[src/design/dpcl_pkg.sv]
/*
 * Shared constants and types for the dual-port coordination host controller.
 * Assumes a single 50 MHz clock; pin timing figures are converted to cycles here.
 */
package dpcl_pkg;
    localparam int CLK_PERIOD_NS = 20;
    localparam int ADDR_W = 16;
    localparam int DATA_W = 9;
    localparam int BANKS = 2;
    localparam int CNT_W = 4;
    localparam logic [15:0] LEFT_MAILBOX_ADDR = 16'hFFFE;
    localparam logic [15:0] RIGHT_MAILBOX_ADDR = 16'hFFFF;
    localparam logic [8:0] DATA_ZERO = 9'h000;
    localparam logic [CNT_W-1:0] CNT_ZERO = 4'h0;
    localparam logic [CNT_W-1:0] CNT_ONE = 4'h1;
    localparam logic [CNT_W-1:0] SYNC_STAGES = 4'h2;
    // Least times: collision settle, read access, write pulse width
    localparam int COLL_SETTLE_NS = 20;
    localparam int ACCESS_NS = 20;
    localparam int WRITE_PULSE_NS = 20;

    function automatic logic [CNT_W-1:0] ns_to_cycles(input int ns);
        int c;
        c = (ns + CLK_PERIOD_NS - 1) / CLK_PERIOD_NS;
        if (c < 1) begin
            c = 1;
        end
        return c[CNT_W-1:0];
    endfunction

    localparam logic [CNT_W-1:0] SETTLE_CYCLES = ns_to_cycles(COLL_SETTLE_NS) + SYNC_STAGES;
    localparam logic [CNT_W-1:0] ACCESS_CYCLES = ns_to_cycles(ACCESS_NS) + SYNC_STAGES;
    localparam logic [CNT_W-1:0] PULSE_CYCLES = ns_to_cycles(WRITE_PULSE_NS);

    typedef enum logic [1:0] {
        DPCL_MEM_READ,
        DPCL_MEM_WRITE,
        DPCL_TOKEN_READ,
        DPCL_TOKEN_WRITE
    } dpcl_cmd_type;
endpackage

[src/design/dpcl_host.sv]
/*
 * Host controller for both ports of the dual-port memory: clears mailboxes after reset,
 * then runs user commands on each port. Assumes the memory pins are asynchronous.
 */
// Notes on behaviour
// - Left read of FFFE clears left flag
// - Right read of FFFF releases right flag
// - Controller clears both flags after power-up
// - Hold address until collision settles
// - Exactly one master per width array
// - Depth banks: AND collision indications
// - Token select acts as token chip select
`timescale 1ns/1ps
module dpcl_host
    import dpcl_pkg::*;
(
    input wire logic ref_clk,
    input wire logic rst_n,
    output logic init_done,
    input wire logic lft_cmd_valid,
    output logic lft_cmd_ready,
    input wire dpcl_cmd_type lft_cmd_kind,
    input wire logic [ADDR_W-1:0] lft_cmd_addr,
    input wire logic [DATA_W-1:0] lft_cmd_data,
    output logic lft_rsp_valid,
    output logic [DATA_W-1:0] lft_rsp_data,
    output logic lft_write_stalled,
    output logic lft_mail_pending,
    input wire logic rgt_cmd_valid,
    output logic rgt_cmd_ready,
    input wire dpcl_cmd_type rgt_cmd_kind,
    input wire logic [ADDR_W-1:0] rgt_cmd_addr,
    input wire logic [DATA_W-1:0] rgt_cmd_data,
    output logic rgt_rsp_valid,
    output logic [DATA_W-1:0] rgt_rsp_data,
    output logic rgt_write_stalled,
    output logic rgt_mail_pending,
    output logic role_select,
    output logic left_enable_n,
    output logic left_write_select_n,
    output logic left_out_enable_n,
    output logic left_token_select_n,
    output logic [ADDR_W-1:0] left_addr,
    output logic [DATA_W-1:0] left_data_out,
    output logic left_data_oe,
    input wire logic [DATA_W-1:0] left_data_in,
    input wire logic [BANKS-1:0] left_collision_n,
    input wire logic left_mailbox_flag_n,
    output logic right_enable_n,
    output logic right_write_select_n,
    output logic right_out_enable_n,
    output logic right_token_select_n,
    output logic [ADDR_W-1:0] right_addr,
    output logic [DATA_W-1:0] right_data_out,
    output logic right_data_oe,
    input wire logic [DATA_W-1:0] right_data_in,
    input wire logic [BANKS-1:0] right_collision_n,
    input wire logic right_mailbox_flag_n
);
    typedef enum logic [1:0] {
        INIT_ISSUE, INIT_WAIT, INIT_RUN
    } dpcl_init_type;

    dpcl_init_type init_state;
    logic lft_done, rgt_done;
    logic lft_valid, rgt_valid, lft_ready, rgt_ready;
    logic lft_rsp, rgt_rsp;
    dpcl_cmd_type lft_kind, rgt_kind;
    logic [ADDR_W-1:0] lft_addr_mux, rgt_addr_mux;
    logic lft_coll_any, rgt_coll_any;
    logic lft_flag_meta, lft_flag_sync, rgt_flag_meta, rgt_flag_sync;
    logic running;

    // This controller drives the one master of the array; slaves are strapped low
    assign role_select = 1'b1;

    // Depth banks each report collision; any low one counts
    assign lft_coll_any = &left_collision_n;
    assign rgt_coll_any = &right_collision_n;

    assign running = (init_state == INIT_RUN);
    assign init_done = running;

    // Power-up clear: each port reads its own mailbox once before users get the bus
    always_ff @(posedge ref_clk) begin
        if (!rst_n) begin
            init_state <= INIT_ISSUE;
            lft_done <= 1'b0;
            rgt_done <= 1'b0;
        end else begin
            unique case (init_state)
                INIT_ISSUE: begin
                    if (lft_ready && rgt_ready) begin
                        init_state <= INIT_WAIT;
                    end
                end
                INIT_WAIT: begin
                    if (lft_rsp) begin
                        lft_done <= 1'b1;
                    end
                    if (rgt_rsp) begin
                        rgt_done <= 1'b1;
                    end
                    if ((lft_done || lft_rsp) && (rgt_done || rgt_rsp)) begin
                        init_state <= INIT_RUN;
                    end
                end
                INIT_RUN: begin
                    init_state <= INIT_RUN;
                end
                // The unused code restarts the clear sequence
                default: begin
                    init_state <= INIT_ISSUE;
                end
            endcase
        end
    end

    // Init uses a memory read at the own mailbox, clearing the flag
    always_comb begin
        if (running) begin
            lft_valid = lft_cmd_valid;
            rgt_valid = rgt_cmd_valid;
            lft_kind = lft_cmd_kind;
            rgt_kind = rgt_cmd_kind;
            lft_addr_mux = lft_cmd_addr;
            rgt_addr_mux = rgt_cmd_addr;
        end else begin
            // Both clear reads start on one edge, so neither port sees the other half-done
            lft_valid = (init_state == INIT_ISSUE) && rgt_ready;
            rgt_valid = (init_state == INIT_ISSUE) && lft_ready;
            lft_kind = DPCL_MEM_READ;
            rgt_kind = DPCL_MEM_READ;
            lft_addr_mux = LEFT_MAILBOX_ADDR;
            rgt_addr_mux = RIGHT_MAILBOX_ADDR;
        end
    end
    assign lft_cmd_ready = running && lft_ready;
    assign rgt_cmd_ready = running && rgt_ready;
    assign lft_rsp_valid = running && lft_rsp;
    assign rgt_rsp_valid = running && rgt_rsp;

    // Mailbox flags are asynchronous pins; pending is the synchronised low level
    always_ff @(posedge ref_clk) begin
        lft_flag_meta <= left_mailbox_flag_n;
        lft_flag_sync <= lft_flag_meta;
        rgt_flag_meta <= right_mailbox_flag_n;
        rgt_flag_sync <= rgt_flag_meta;
    end

    always_ff @(posedge ref_clk) begin
        if (!rst_n) begin
            lft_mail_pending <= 1'b0;
            rgt_mail_pending <= 1'b0;
        end else begin
            // Undefined flag level before the clear is hidden until init ends
            lft_mail_pending <= running && !lft_flag_sync;
            rgt_mail_pending <= running && !rgt_flag_sync;
        end
    end

    dpcl_port_seq u_left (
        .ref_clk(ref_clk),
        .rst_n(rst_n),
        .cmd_valid(lft_valid),
        .cmd_ready(lft_ready),
        .cmd_kind(lft_kind),
        .cmd_addr(lft_addr_mux),
        .cmd_data(lft_cmd_data),
        .rsp_valid(lft_rsp),
        .rsp_data(lft_rsp_data),
        .write_stalled(lft_write_stalled),
        .enable_n(left_enable_n),
        .write_select_n(left_write_select_n),
        .out_enable_n(left_out_enable_n),
        .token_select_n(left_token_select_n),
        .addr(left_addr),
        .data_out(left_data_out),
        .data_oe(left_data_oe),
        .data_in(left_data_in),
        .collision_n(lft_coll_any)
    );

    dpcl_port_seq u_right (
        .ref_clk(ref_clk),
        .rst_n(rst_n),
        .cmd_valid(rgt_valid),
        .cmd_ready(rgt_ready),
        .cmd_kind(rgt_kind),
        .cmd_addr(rgt_addr_mux),
        .cmd_data(rgt_cmd_data),
        .rsp_valid(rgt_rsp),
        .rsp_data(rgt_rsp_data),
        .write_stalled(rgt_write_stalled),
        .enable_n(right_enable_n),
        .write_select_n(right_write_select_n),
        .out_enable_n(right_out_enable_n),
        .token_select_n(right_token_select_n),
        .addr(right_addr),
        .data_out(right_data_out),
        .data_oe(right_data_oe),
        .data_in(right_data_in),
        .collision_n(rgt_coll_any)
    );
endmodule // dpcl_host

[src/design/dpcl_port_seq.sv]
/*
 * One port access sequencer: turns a command into pin cycles on one side of the memory.
 * Assumes data and collision pins are asynchronous; both pass two flip-flops here.
 */
`timescale 1ns/1ps
module dpcl_port_seq
    import dpcl_pkg::*;
(
    input wire logic ref_clk,
    input wire logic rst_n,
    input wire logic cmd_valid,
    output logic cmd_ready,
    input wire dpcl_cmd_type cmd_kind,
    input wire logic [ADDR_W-1:0] cmd_addr,
    input wire logic [DATA_W-1:0] cmd_data,
    output logic rsp_valid,
    output logic [DATA_W-1:0] rsp_data,
    output logic write_stalled,
    output logic enable_n,
    output logic write_select_n,
    output logic out_enable_n,
    output logic token_select_n,
    output logic [ADDR_W-1:0] addr,
    output logic [DATA_W-1:0] data_out,
    output logic data_oe,
    input wire logic [DATA_W-1:0] data_in,
    input wire logic collision_n
);
    typedef enum logic [2:0] {
        ST_IDLE, ST_SETUP, ST_HOLD, ST_STROBE, ST_READ, ST_RELEASE
    } dpcl_seq_type;

    dpcl_seq_type state;
    dpcl_cmd_type kind;
    logic [CNT_W-1:0] cnt;
    logic [DATA_W-1:0] data_meta, data_sync;
    logic coll_meta, coll_sync;

    always_ff @(posedge ref_clk) begin
        data_meta <= data_in;
        data_sync <= data_meta;
        coll_meta <= collision_n;
        coll_sync <= coll_meta;
    end

    assign cmd_ready = (state == ST_IDLE);
    assign write_stalled = (state == ST_HOLD) && !coll_sync;

    always_ff @(posedge ref_clk) begin
        if (!rst_n) begin
            state <= ST_IDLE;
            kind <= DPCL_MEM_READ;
            cnt <= CNT_ZERO;
        end else begin
            unique case (state)
                ST_IDLE: begin
                    if (cmd_valid) begin
                        kind <= cmd_kind;
                        cnt <= SETTLE_CYCLES;
                        state <= ST_SETUP;
                    end
                end
                // Address and selects stand until the collision answer has settled
                ST_SETUP: begin
                    if (cnt == CNT_ONE) begin
                        if (kind == DPCL_MEM_WRITE) begin
                            state <= ST_HOLD;
                        end else if (kind == DPCL_TOKEN_WRITE) begin
                            cnt <= PULSE_CYCLES;
                            state <= ST_STROBE;
                        end else begin
                            cnt <= ACCESS_CYCLES;
                            state <= ST_READ;
                        end
                    end else begin
                        cnt <= cnt - CNT_ONE;
                    end
                end
                // A write under a low collision would be discarded, so wait it out
                ST_HOLD: begin
                    if (coll_sync) begin
                        cnt <= PULSE_CYCLES;
                        state <= ST_STROBE;
                    end
                end
                ST_STROBE, ST_READ: begin
                    if (cnt == CNT_ONE) begin
                        state <= ST_RELEASE;
                    end else begin
                        cnt <= cnt - CNT_ONE;
                    end
                end
                // One idle cycle keeps token select and output enable high between reads and drops data_oe
                ST_RELEASE: begin
                    state <= ST_IDLE;
                end
            endcase
        end
    end

    // Pin drive
    always_ff @(posedge ref_clk) begin
        if (!rst_n) begin
            enable_n <= 1'b1;
            write_select_n <= 1'b1;
            out_enable_n <= 1'b1;
            token_select_n <= 1'b1;
            addr <= '0;
            data_out <= DATA_ZERO;
            data_oe <= 1'b0;
        end else if (state == ST_IDLE && cmd_valid) begin
            addr <= cmd_addr;
            // Token accesses use the token select as chip select
            token_select_n <= !(cmd_kind inside {DPCL_TOKEN_READ, DPCL_TOKEN_WRITE});
            enable_n <= !(cmd_kind inside {DPCL_MEM_READ, DPCL_MEM_WRITE});
            // Reads drive output enable low; a memory read of our own mailbox also clears it
            out_enable_n <= !(cmd_kind inside {DPCL_MEM_READ, DPCL_TOKEN_READ});
            // Tokens take only bit 0 on a write
            data_out <= (cmd_kind == DPCL_TOKEN_WRITE) ? {8'h00, cmd_data[0]} : cmd_data;
            data_oe <= (cmd_kind inside {DPCL_MEM_WRITE, DPCL_TOKEN_WRITE});
        end else if (state == ST_HOLD && coll_sync) begin
            write_select_n <= 1'b0;
        end else if (state == ST_SETUP && cnt == CNT_ONE && kind == DPCL_TOKEN_WRITE) begin
            write_select_n <= 1'b0;
        end else if ((state == ST_STROBE || state == ST_READ) && cnt == CNT_ONE) begin
            write_select_n <= 1'b1;
            enable_n <= 1'b1;
            out_enable_n <= 1'b1;
            token_select_n <= 1'b1;
        end else if (state == ST_RELEASE) begin
            data_oe <= 1'b0;
        end
    end

    always_ff @(posedge ref_clk) begin
        if (!rst_n) begin
            rsp_valid <= 1'b0;
            rsp_data <= DATA_ZERO;
        end else begin
            rsp_valid <= (state == ST_STROBE || state == ST_READ) && cnt == CNT_ONE;
            if (state == ST_READ && cnt == CNT_ONE) begin
                rsp_data <= data_sync;
            end
        end
    end
endmodule // dpcl_port_seq

[config.mk]
export PLATFORM = sky130hd
export DESIGN_NAME = dpcl_host
export DESIGN_NICKNAME = d
export VERILOG_FILES = /design/src/design/dpcl_pkg.sv /design/src/design/dpcl_host.sv /design/src/design/dpcl_port_seq.sv
export SDC_FILE = /design/constraint.sdc
export NUM_CORES = 1
export LEC_CHECK = 0
export ABC_CLOCK_PERIOD_IN_PS = 2300
export BUFFER_PORTS_ARGS = -buffer_cell sky130_fd_sc_hd__buf_2
export CAP_MARGIN = 20
export CORE_MARGIN = 2
export CORE_UTILIZATION = 46
export DETAILED_ROUTE_END_ITERATION = 7
export GPL_ROUTABILITY_DRIVEN = 0
export PLACE_DENSITY = 0.76
export SLEW_MARGIN = 20
export SYNTH_ARGS = -nofsm -noshare
export SYNTH_HDL_FRONTEND = slang
export SYNTH_SLANG_ARGS = --single-unit
[constraint.sdc]
create_clock -name ref_clk -period 2.3 [get_ports ref_clk]
set_input_delay 0.345 -clock ref_clk [delete_from_list [all_inputs] [get_ports ref_clk]]
set_output_delay 0.345 -clock ref_clk [all_outputs]
set_load 0.01 [all_outputs]
* Word level (Yosys, flattened, before mapping)
Cells that the tools add are included.
Cells by class: add/subtract/negate cells 2, equality and inequality tests 44, mux-type cells 65, bitwise operators 2, reduce and logical (&&, ||, !) cells 78
Operator list (number):
- $mux 4 | 10
- $mux 3 | 12
- $mux 16 | 2
- $pmux 4 s4 | 2
- $pmux 3 s5 | 2
- $mux 1 | 28
- $logic_and 1x1->1 | 24
- $ne 2x1->1 const B | 12
- $reduce_bool 2->1 | 12
- $mux 9 | 2
- $reduce_and 2->1 | 9
- $reduce_and 4->1 | 4
- $eq 2x2->1 const B | 7
- $eq 3x2->1 const B | 4
- $eq 3x3->1 const B | 4
- $mux 2 | 6
- $ne 2x2->1 const B | 6
- $eq 2x1->1 const B | 5
- $logic_not 1->1 | 10
- $reduce_and 5->1 | 2
- $eq 4x1->1 const B | 2
- $reduce_bool 4->1 | 2
- $sub 4x1->4 const B | 2
- $eq 3x1->1 const B | 2
- other kinds (9) | 20
Word-level totals: flip-flop bits (word level) 148, input port bits 82, word-level logic and storage cells 232

* Logic depth before layout (Yosys ltp)
Gate-level depths: netlist of run 1.
depth after elaboration 7, mapped depth 8

* By module
Synthesis of run 1 repeated with hierarchy kept, for this count alone.
Unflattened totals: cell total of the unflattened synthesis 644, area total of the unflattened synthesis 5680.4 µm²
Modules (own cells, without submodules):
- dpcl_port_seq | instances 2, cells each 279, area an instance 2504.9 µm², sequential area each 1381.3 µm²
- dpcl_host | instances 1, cells each 86, area an instance 670.6 µm², sequential area each 200.2 µm²

* Worst setup path before layout of run 1
Ideal clock, no wire load.
path kind reg-to-reg, from register init_state[1], to register u_left.cnt[0], setup time 0.116 ns, arrival time 1.999 ns, required time 2.184 ns, path slack 0.185 ns, cell stages (with the launch flop) 7, period minus slack after synthesis 2.115 ns, cell sequence dfxtp_1 inv_1 ha_1 or4b_4 o211a_4 or4b_4 o211a_1
Between the ends: word-level cells in the longest chain between the ends 5, elaborated cells between the ends (all ways) 6, those cells by class eq/ne (2); mux (1); reduce/logical (3)
RTL lines:
- start: declaration | line dpcl_host.sv:64 | dpcl_init_type init_state;
- start signal: assignment | line dpcl_host.sv:87 | init_state <= INIT_ISSUE;
- start signal: assignment | line dpcl_host.sv:94 | init_state <= INIT_WAIT;
- start signal: assignment | line dpcl_host.sv:105 | init_state <= INIT_RUN;
- $logic_not 2->1 | line dpcl_host.sv:130 | lft_valid = (init_state == INIT_ISSUE) && rgt_ready;
- $logic_and 1x1->1 | line dpcl_host.sv:130
- $mux 1 (*) | line dpcl_host.sv:121 | if (running) begin
- $ne 2x1->1 (no line) (*)
- $reduce_and 5->1 (no line) (*)
- end signal: assignment | line dpcl_port_seq.sv:76 | cnt <= cnt - CNT_ONE;
- end signal: assignment | line dpcl_port_seq.sv:90 | cnt <= cnt - CNT_ONE;
- end: declaration | line dpcl_port_seq.sv:35 | logic [CNT_W-1:0] cnt;
Mark *: on every way between the ends. The rest lies on a longest branch, timed or not. A chain may end at the register's enable or synchronous reset.

* Worst setup path after layout of run 1
from register init_state[0], to register u_left.cnt[0]
Same word-level chain as after synthesis.

==> flow_summary.json, run 1 <==
{
  "io_buffers": 168,
  "p_leak_nw": 3.251,
  "path_cells": "inv_1, ha_2, or4b_4, o211a_4, or4b_4, o211a_1",
  "diodes": 0,
  "yosysMostFrequentCell": "dfxtp_1",
  "wl_per_cell_um": 15.41,
  "cts_buffer_depth": 2,
  "hp-class": "input port to flip-flop",
  "holdBufCountCts": 0,
  "syn_area_per_cell_um2": 9.861,
  "final_cell_area_um2": 7082,
  "drt_iter0_drc": 314,
  "synth_largest_area_cell": "dfxtp_1",
  "critPathArrivalTime_ns": 2.56,
  "post-cts-setup-buffer-count": 0,
  "crit_path_end_kind": "flip-flop",
  "dieHeight_um": 113.0,
  "cts_tree": "done",
  "globalRouteMet3Util": 0.07499,
  "rows": 39,
  "crit_top_cell": "or4b_4",
  "first_global_vias": 4805,
  "r2r-start": "init_state[0]",
  "finalHoldViolCount": 0,
  "worstPathRequired_ns": 2.60,
  "syn-instance-count": 554,
  "critPathLaunchType": "flip-flop",
  "timing.fmax_ghz": 0.4438,
  "grt.met1_usage": 0.2503,
  "clk_pin_slew_ns": 0.06,
  "synth_ff_type": "dfxtp_1",
  "ys_ff_latch": 148,
  "fillCellCount": 956,
  "period_share": 0.9797,
  "min_period_ns": 2.253,
  "path_depth": 6,
  "clock_skew_ns": 0.004679,
  "synth_nets": 643,
  "yosysWarnings": 0,
  "crit_end": "u_left.cnt[0]",
  "violations": "design-rule violations",
  "grt.total_usage": 0.2139,
  "cap_viol_max_count": 0,
  "r2r_end": "u_left.cnt[0]",
  "path_class": "flip-flop to flip-flop",
  "path_max_fanout": 6,
  "critPathSlowestCell": "or4b_4",
  "fin_cells": 873,
  "peakVddDrop_uv": 814.1,
  "synth-seq-area-share": 0.5424,
  "drive_gt1_frac": 0.3438,
  "finish.net_count": 807,
  "gr-total-overflow": 0,
  "place_area_um2": 6500,
  "start_util": 0.4744,
  "dpl.hpwl_mm": 9.531,
  "cp_top_family": "simple AND/OR/NAND/NOR gates",
  "finalSetupViolCount": 0,
  "drt_wl_total_mm": 13.45,
  "status": "finished, violations left",
  "synthArstFlopShare": 0,
  "insertion_delay_ns": 0.41,
  "die_w_um": 113.0,
  "grt_max_degree": 41,
  "clock-sinks": 148,
  "synth_top_area_frac": 0.5424,
  "critPathLaunch": "init_state[0]",
  "ys_types": 54,
  "grt_first_pass_wirelength_mm": 22.11,
  "grt.busiest_layer": "met2",
  "dp_cells": 842,
  "antenna_found_initial": 0,
  "ctsHtreeMaxLevel": 4,
  "viasPerCell": 5.520,
  "syn2layout_area_growth_pct": 29.64,
  "synth_edf_count": 0,
  "rsz0062_at_grt": "yes",
  "maxSlewHeadroom": 0.4900,
  "use_met2": 0.3546,
  "detail-route-antenna-nets": 0,
  "dr.pass1.iters": 7,
  "synth_commonest_cells": "dfxtp_1 (148), a21oi_1 (55), clkbuf_1 (38)",
  "power_density_nw_per_um2": 1414,
  "r2r_slack_ns": 0.05,
  "ff2ff_path_depth": 6,
  "via_count": 4819,
  "cp.buffers_inverters": 1,
  "syn-cell-area_um2": 5463,
  "synth_area_leaders": "dfxtp_1 (54%), a21oi_1 (5.0%), mux2i_1 (3.8%)",
  "slowest_delay_ns": 0.54,
  "design.core.area_um2": 11520,
  "die_area_um2": 12760,
  "cts_root_buf": "clkbuf_16",
  "io_pins": 170,
  "cts_made_buffers": 17,
  "maxSlewViolCount": 0,
  "drc": 14,
  "tightest_slew_ns": 0.7639
}
-- sequential cells by signal (all words and copies together) (netlist names), 2 cells and up --
signal             flops
u_left.rsp_data        9
u_right.cnt            4
u_right.state          3
u_left.data_meta       9
u_right.kind           2
u_right.data_sync      9
init_state             2
u_left.data_out        9
u_left.cnt             4
u_right.data_meta      9
u_left.state           3
u_right.addr          16
u_right.rsp_data       9
u_left.addr           16
u_left.data_sync       9
u_left.kind            2
u_right.data_out       9
-- where the power goes --
group / switching (mW) / internal [mW]
combinational: 2.28 / 1.65
clock: 1.04 / 1.62
sequential: 0.292 / 3.14
total: 3.61 / 6.40
-- kinds of logic (layout without fill, tap and decap cells) --
logic type,after synthesis,after routing,synth area share
AND/OR/NAND/NOR,143,143,0.1466
multiplexers,21,21,0.03848
AO/OA/AOI/OAI,163,163,0.2052
buffers and inverters,71,247,0.05062
other,1,1,0.0006865
adder cells (fa/ha/maj),7,7,0.01603
flip-flops,148,148,0.5424
-- stage by stage --
step | power, mW | setup WS (ns) | util | hold slack [ns] | TNS, ns
floorplan | 6.032 | 0.1846 | - | 0.3096 | 0
global placement | 7.210 | 0.1444 | 0.5644 | 0.3104 | 0
detailed placement | 7.366 | 0.05636 | 0.5644 | 0.3121 | 0
CTS | 10.04 | 0.02644 | 0.6143 | 0.009090 | 0
global route | 10.66 | -0.01725 | 0.6150 | 0.001518 | -0.02925
finish | 10.01 | 0.04672 | 0.6150 | 0.02654 | 0
-- cell type report --
class                           instances  area [um2]  share of cell area
Multi-Input combinational cell        335        2237              0.3159
Timing Repair Buffer                  189        1027              0.1451
Clock buffer                           19       442.9             0.06254
Sequential cell                       148        2963              0.4184
Clock inverter                         12       131.4             0.01855
Tap cell                              143       178.9             0.02527
Inverter                               27       101.3             0.01431
-- placed cells by master, fill, tap and decap left out, types with 16 or more instances in the layout --
| cell | count |
|---|---|
| a21oi_1 | 55 |
| a311oi_1 | 16 |
| buf_2 | 168 |
| buf_4 | 18 |
| clkbuf_16 | 17 |
| dfxtp_1 | 148 |
| inv_1 | 26 |
| mux2i_1 | 21 |
| nand2_1 | 18 |
| nand4_1 | 19 |
| nor2_1 | 32 |
| o21ai_0 | 35 |
-- how the worst min path moves through the flow --
stage	endpoint	start	depth (start not counted)	slack, ns
2_1_floorplan	lft_flag_sync	lft_flag_meta	0	0.31
3_3_place_gp	rgt_flag_sync	rgt_flag_meta	0	0.31
3_5_place_dp	u_left.data_sync[6]	u_left.data_meta[6]	0	0.31
4_1_cts	u_left.data_meta[0]	left_data_in[0]	1	0.009
5_1_grt	u_left.data_meta[0]	left_data_in[0]	1	0.002
6_report	u_right.data_meta[3]	right_data_in[3]	1	0.03
-- per-layer routing --
metal	vias to the layer above	wire, um
met5	-	0
met2	184	6508
met4	0	208
met1	2263	5721
li1	2351	-
met3	21	1013
-- repair_timing --
item	4_1_cts	5_1_grt
hold endpoints to repair	0	0
setup endpoints to repair	0	7
gates resized for setup	0	3
Power figures use the tool's default switching activity.
==> run 2, diff against run 1 <==
--- a/config.mk
+++ b/config.mk
@@ -13,6 +13,7 @@
 export DETAILED_ROUTE_END_ITERATION = 7
 export GPL_ROUTABILITY_DRIVEN = 0
 export PLACE_DENSITY = 0.76
+export REMOVE_ABC_BUFFERS = 1
 export SLEW_MARGIN = 20
 export SYNTH_ARGS = -nofsm -noshare
 export SYNTH_HDL_FRONTEND = slang
==> flow_summary.json, run 2 (synthesis results as in run 1) <==
{
  "path_cells": "inv_2, ha_2, or4b_4, o211a_4, or4b_4, o211a_1",
  "violations": "design-rule violations",
  "r2r_slack_ns": 0.08,
  "critPathSlowestCell": "or4b_4",
  "period_share": 0.9668,
  "viasPerCell": 5.605,
  "cts_tree": "done",
  "switching_share": 0.3714,
  "p_leak_nw": 3.258,
  "layout_commonest_cell": "buf_2",
  "crit_path_end_kind": "flip-flop",
  "insertion_delay_ns": 0.43,
  "critPathLaunchType": "flip-flop",
  "cts_buffer_depth": 2,
  "drt_iter0_drc": 277,
  "first_global_vias": 4705,
  "place_area_um2": 6502,
  "worstPathRequired_ns": 2.61,
  "gr-total-overflow": 0,
  "min_period_ns": 2.224,
  "wl_per_cell_um": 15.79,
  "switchingPower_mw": 3.708,
  "path_class": "flip-flop to flip-flop",
  "ctsHtreeMaxLevel": 4,
  "fillCellCount": 984,
  "finalSetupViolCount": 0,
  "maxSlewHeadroom": 0.5663,
  "min_from": "left_data_in[3]",
  "syn2layout_area_growth_pct": 29.68,
  "min_path_cells": 1,
  "io_pins": 170,
  "cap_viol_max_count": 0,
  "grt_max_degree": 36,
  "peakVddDrop_uv": 986.5,
  "maxSlewViolCount": 0,
  "cp.buffers_inverters": 1,
  "final_cell_area_um2": 7084,
  "rsz0062_at_grt": "no",
  "detail-route-antenna-nets": 0,
  "p_int_mw": 6.275,
  "via_count": 4910,
  "regArea_um2": 2963,
  "p_seq_frac": 0.345,
  "r2r_end": "u_left.cnt[0]",
  "hold_ws_ns": 0.01697,
  "antenna_found_initial": 0,
  "crit_top_cell": "or4b_4",
  "comb_power_share": 0.396,
  "dr.pass1.iters": 6,
  "status": "finished, violations left",
  "dp_cells": 843,
  "start_util": 0.4744,
  "dieHeight_um": 113.0,
  "path_max_fanout": 6,
  "grt.total_usage": 0.2167,
  "clock-sinks": 148,
  "r2r-start": "init_state[0]",
  "tightest_slew_ns": 0.6491,
  "ff2ff_path_depth": 6,
  "multiInputGateArea_um2": 2238,
  "power_density_nw_per_um2": 1409,
  "grt_first_pass_wirelength_mm": 22.03,
  "finalHoldViolCount": 0,
  "final_cell_mix": "buf_2 (168), dfxtp_1 (148), a21oi_1 (55)",
  "die_area_um2": 12760,
  "top_regs": "u_left.addr: 16 flops, u_right.addr: 16 flops",
  "dpl.hpwl_mm": 9.713,
  "critPathLaunch": "init_state[0]",
  "critPathArrivalTime_ns": 2.53,
  "drt_wl_total_mm": 13.84,
  "io_buffers": 168,
  "design.core.area_um2": 11520,
  "drc": 8,
  "clock_skew_ns": 0.007698,
  "fin_cells": 876,
  "cts_made_buffers": 17,
  "pwr-share-clk": 0.259,
  "drive_gt1_frac": 0.3492,
  "die_w_um": 113.0,
  "diodes": 0,
  "cts_root_buf": "clkbuf_16",
  "whs_endpoint": "u_left.data_meta[3]",
  "rows": 39,
  "hp-class": "input port to flip-flop",
  "clk_pin_slew_ns": 0.06,
  "cp_top_family": "simple AND/OR/NAND/NOR gates",
  "finish.net_count": 810,
  "slowest_delay_ns": 0.51,
  "timing.fmax_ghz": 0.4497
}
[run 2: cell types whose count changed in the layout (fill, tap and decap cells not counted), sizes merged]
cell,before,now
clkinv,4,5
clkbuf,19,17
dlygate4sd3,0,1
clkinvlp,4,3
bufinv,2,1
inv,29,32
buf,189,191
[run 2: worst max path at each step]
stage | depth (start not counted) | endpoint | slack (ns)
after floorplan | 4 | u_right.cnt[3] | -0.48
after CTS | 6 | u_left.cnt[0] | 0.05
after global placement | 6 | u_left.cnt[0] | 0.14
after detailed placement | 6 | u_left.cnt[0] | 0.07
after global routing | 6 | u_left.cnt[0] | 0.009
final | 6 | u_left.cnt[0] | 0.08
[run 2: final cells by class]
cell class                      instances  area share
Sequential cell                       148      0.4182
Multi-Input combinational cell        335      0.3160
Timing Repair Buffer                  192      0.1480
Clock buffer                           17     0.06005
Tap cell                              143     0.02526
Clock inverter                         14     0.01819
Inverter                               27     0.01431
[run 2: worst reg2reg max path, stage by stage, from the launching register on]
cell	delay (ns)
dfxtp_1	0.33
inv_2	0.07
ha_2	0.17
or4b_4	0.48
o211a_4	0.29
or4b_4	0.51
o211a_1	0.26
[run 2: per-layer routing]
layer / global-route usage / routed length [um] / vias to the layer above
li1: - / - / 2354
met1: 0.2531 / 5822 / 2346
met2: 0.3582 / 6636 / 177
met3: 0.07231 / 1019 / 33
met4: 0.1073 / 358 / 0
met5: 0 / 0 / -
[run 2: through the flow]
step / total power [mW] / util / setup TNS [ns] / setup WS [ns]
after floorplan: 5.858 / - / -14.30 / -0.4842
after global placement: 7.161 / 0.5646 / 0 / 0.1446
after detailed placement: 7.341 / 0.5646 / 0 / 0.06639
after CTS: 9.968 / 0.6136 / 0 / 0.05072
after global routing: 10.58 / 0.6152 / 0 / 0.008958
final: 9.982 / 0.6152 / 0 / 0.07631
[run 2: what timing repair did]
item	in CTS	in global routing
buffers inserted	0	1
hold buffers	1	0
endpoints found under the hold margin	1	0
setup endpoints to repair	0	14
gates resized for setup	0	5
[run 2: power groups by stage]
stage | clock network [mW] | registers (mW) | logic (mW)
2_1_floorplan | 0 | 3.67 | 2.18
3_3_place_gp | 0 | 3.44 | 3.72
3_5_place_dp | 0 | 3.47 | 3.87
4_1_cts | 2.64 | 3.44 | 3.89
5_1_grt | 2.75 | 3.50 | 4.33
6_report | 2.59 | 3.44 | 3.95
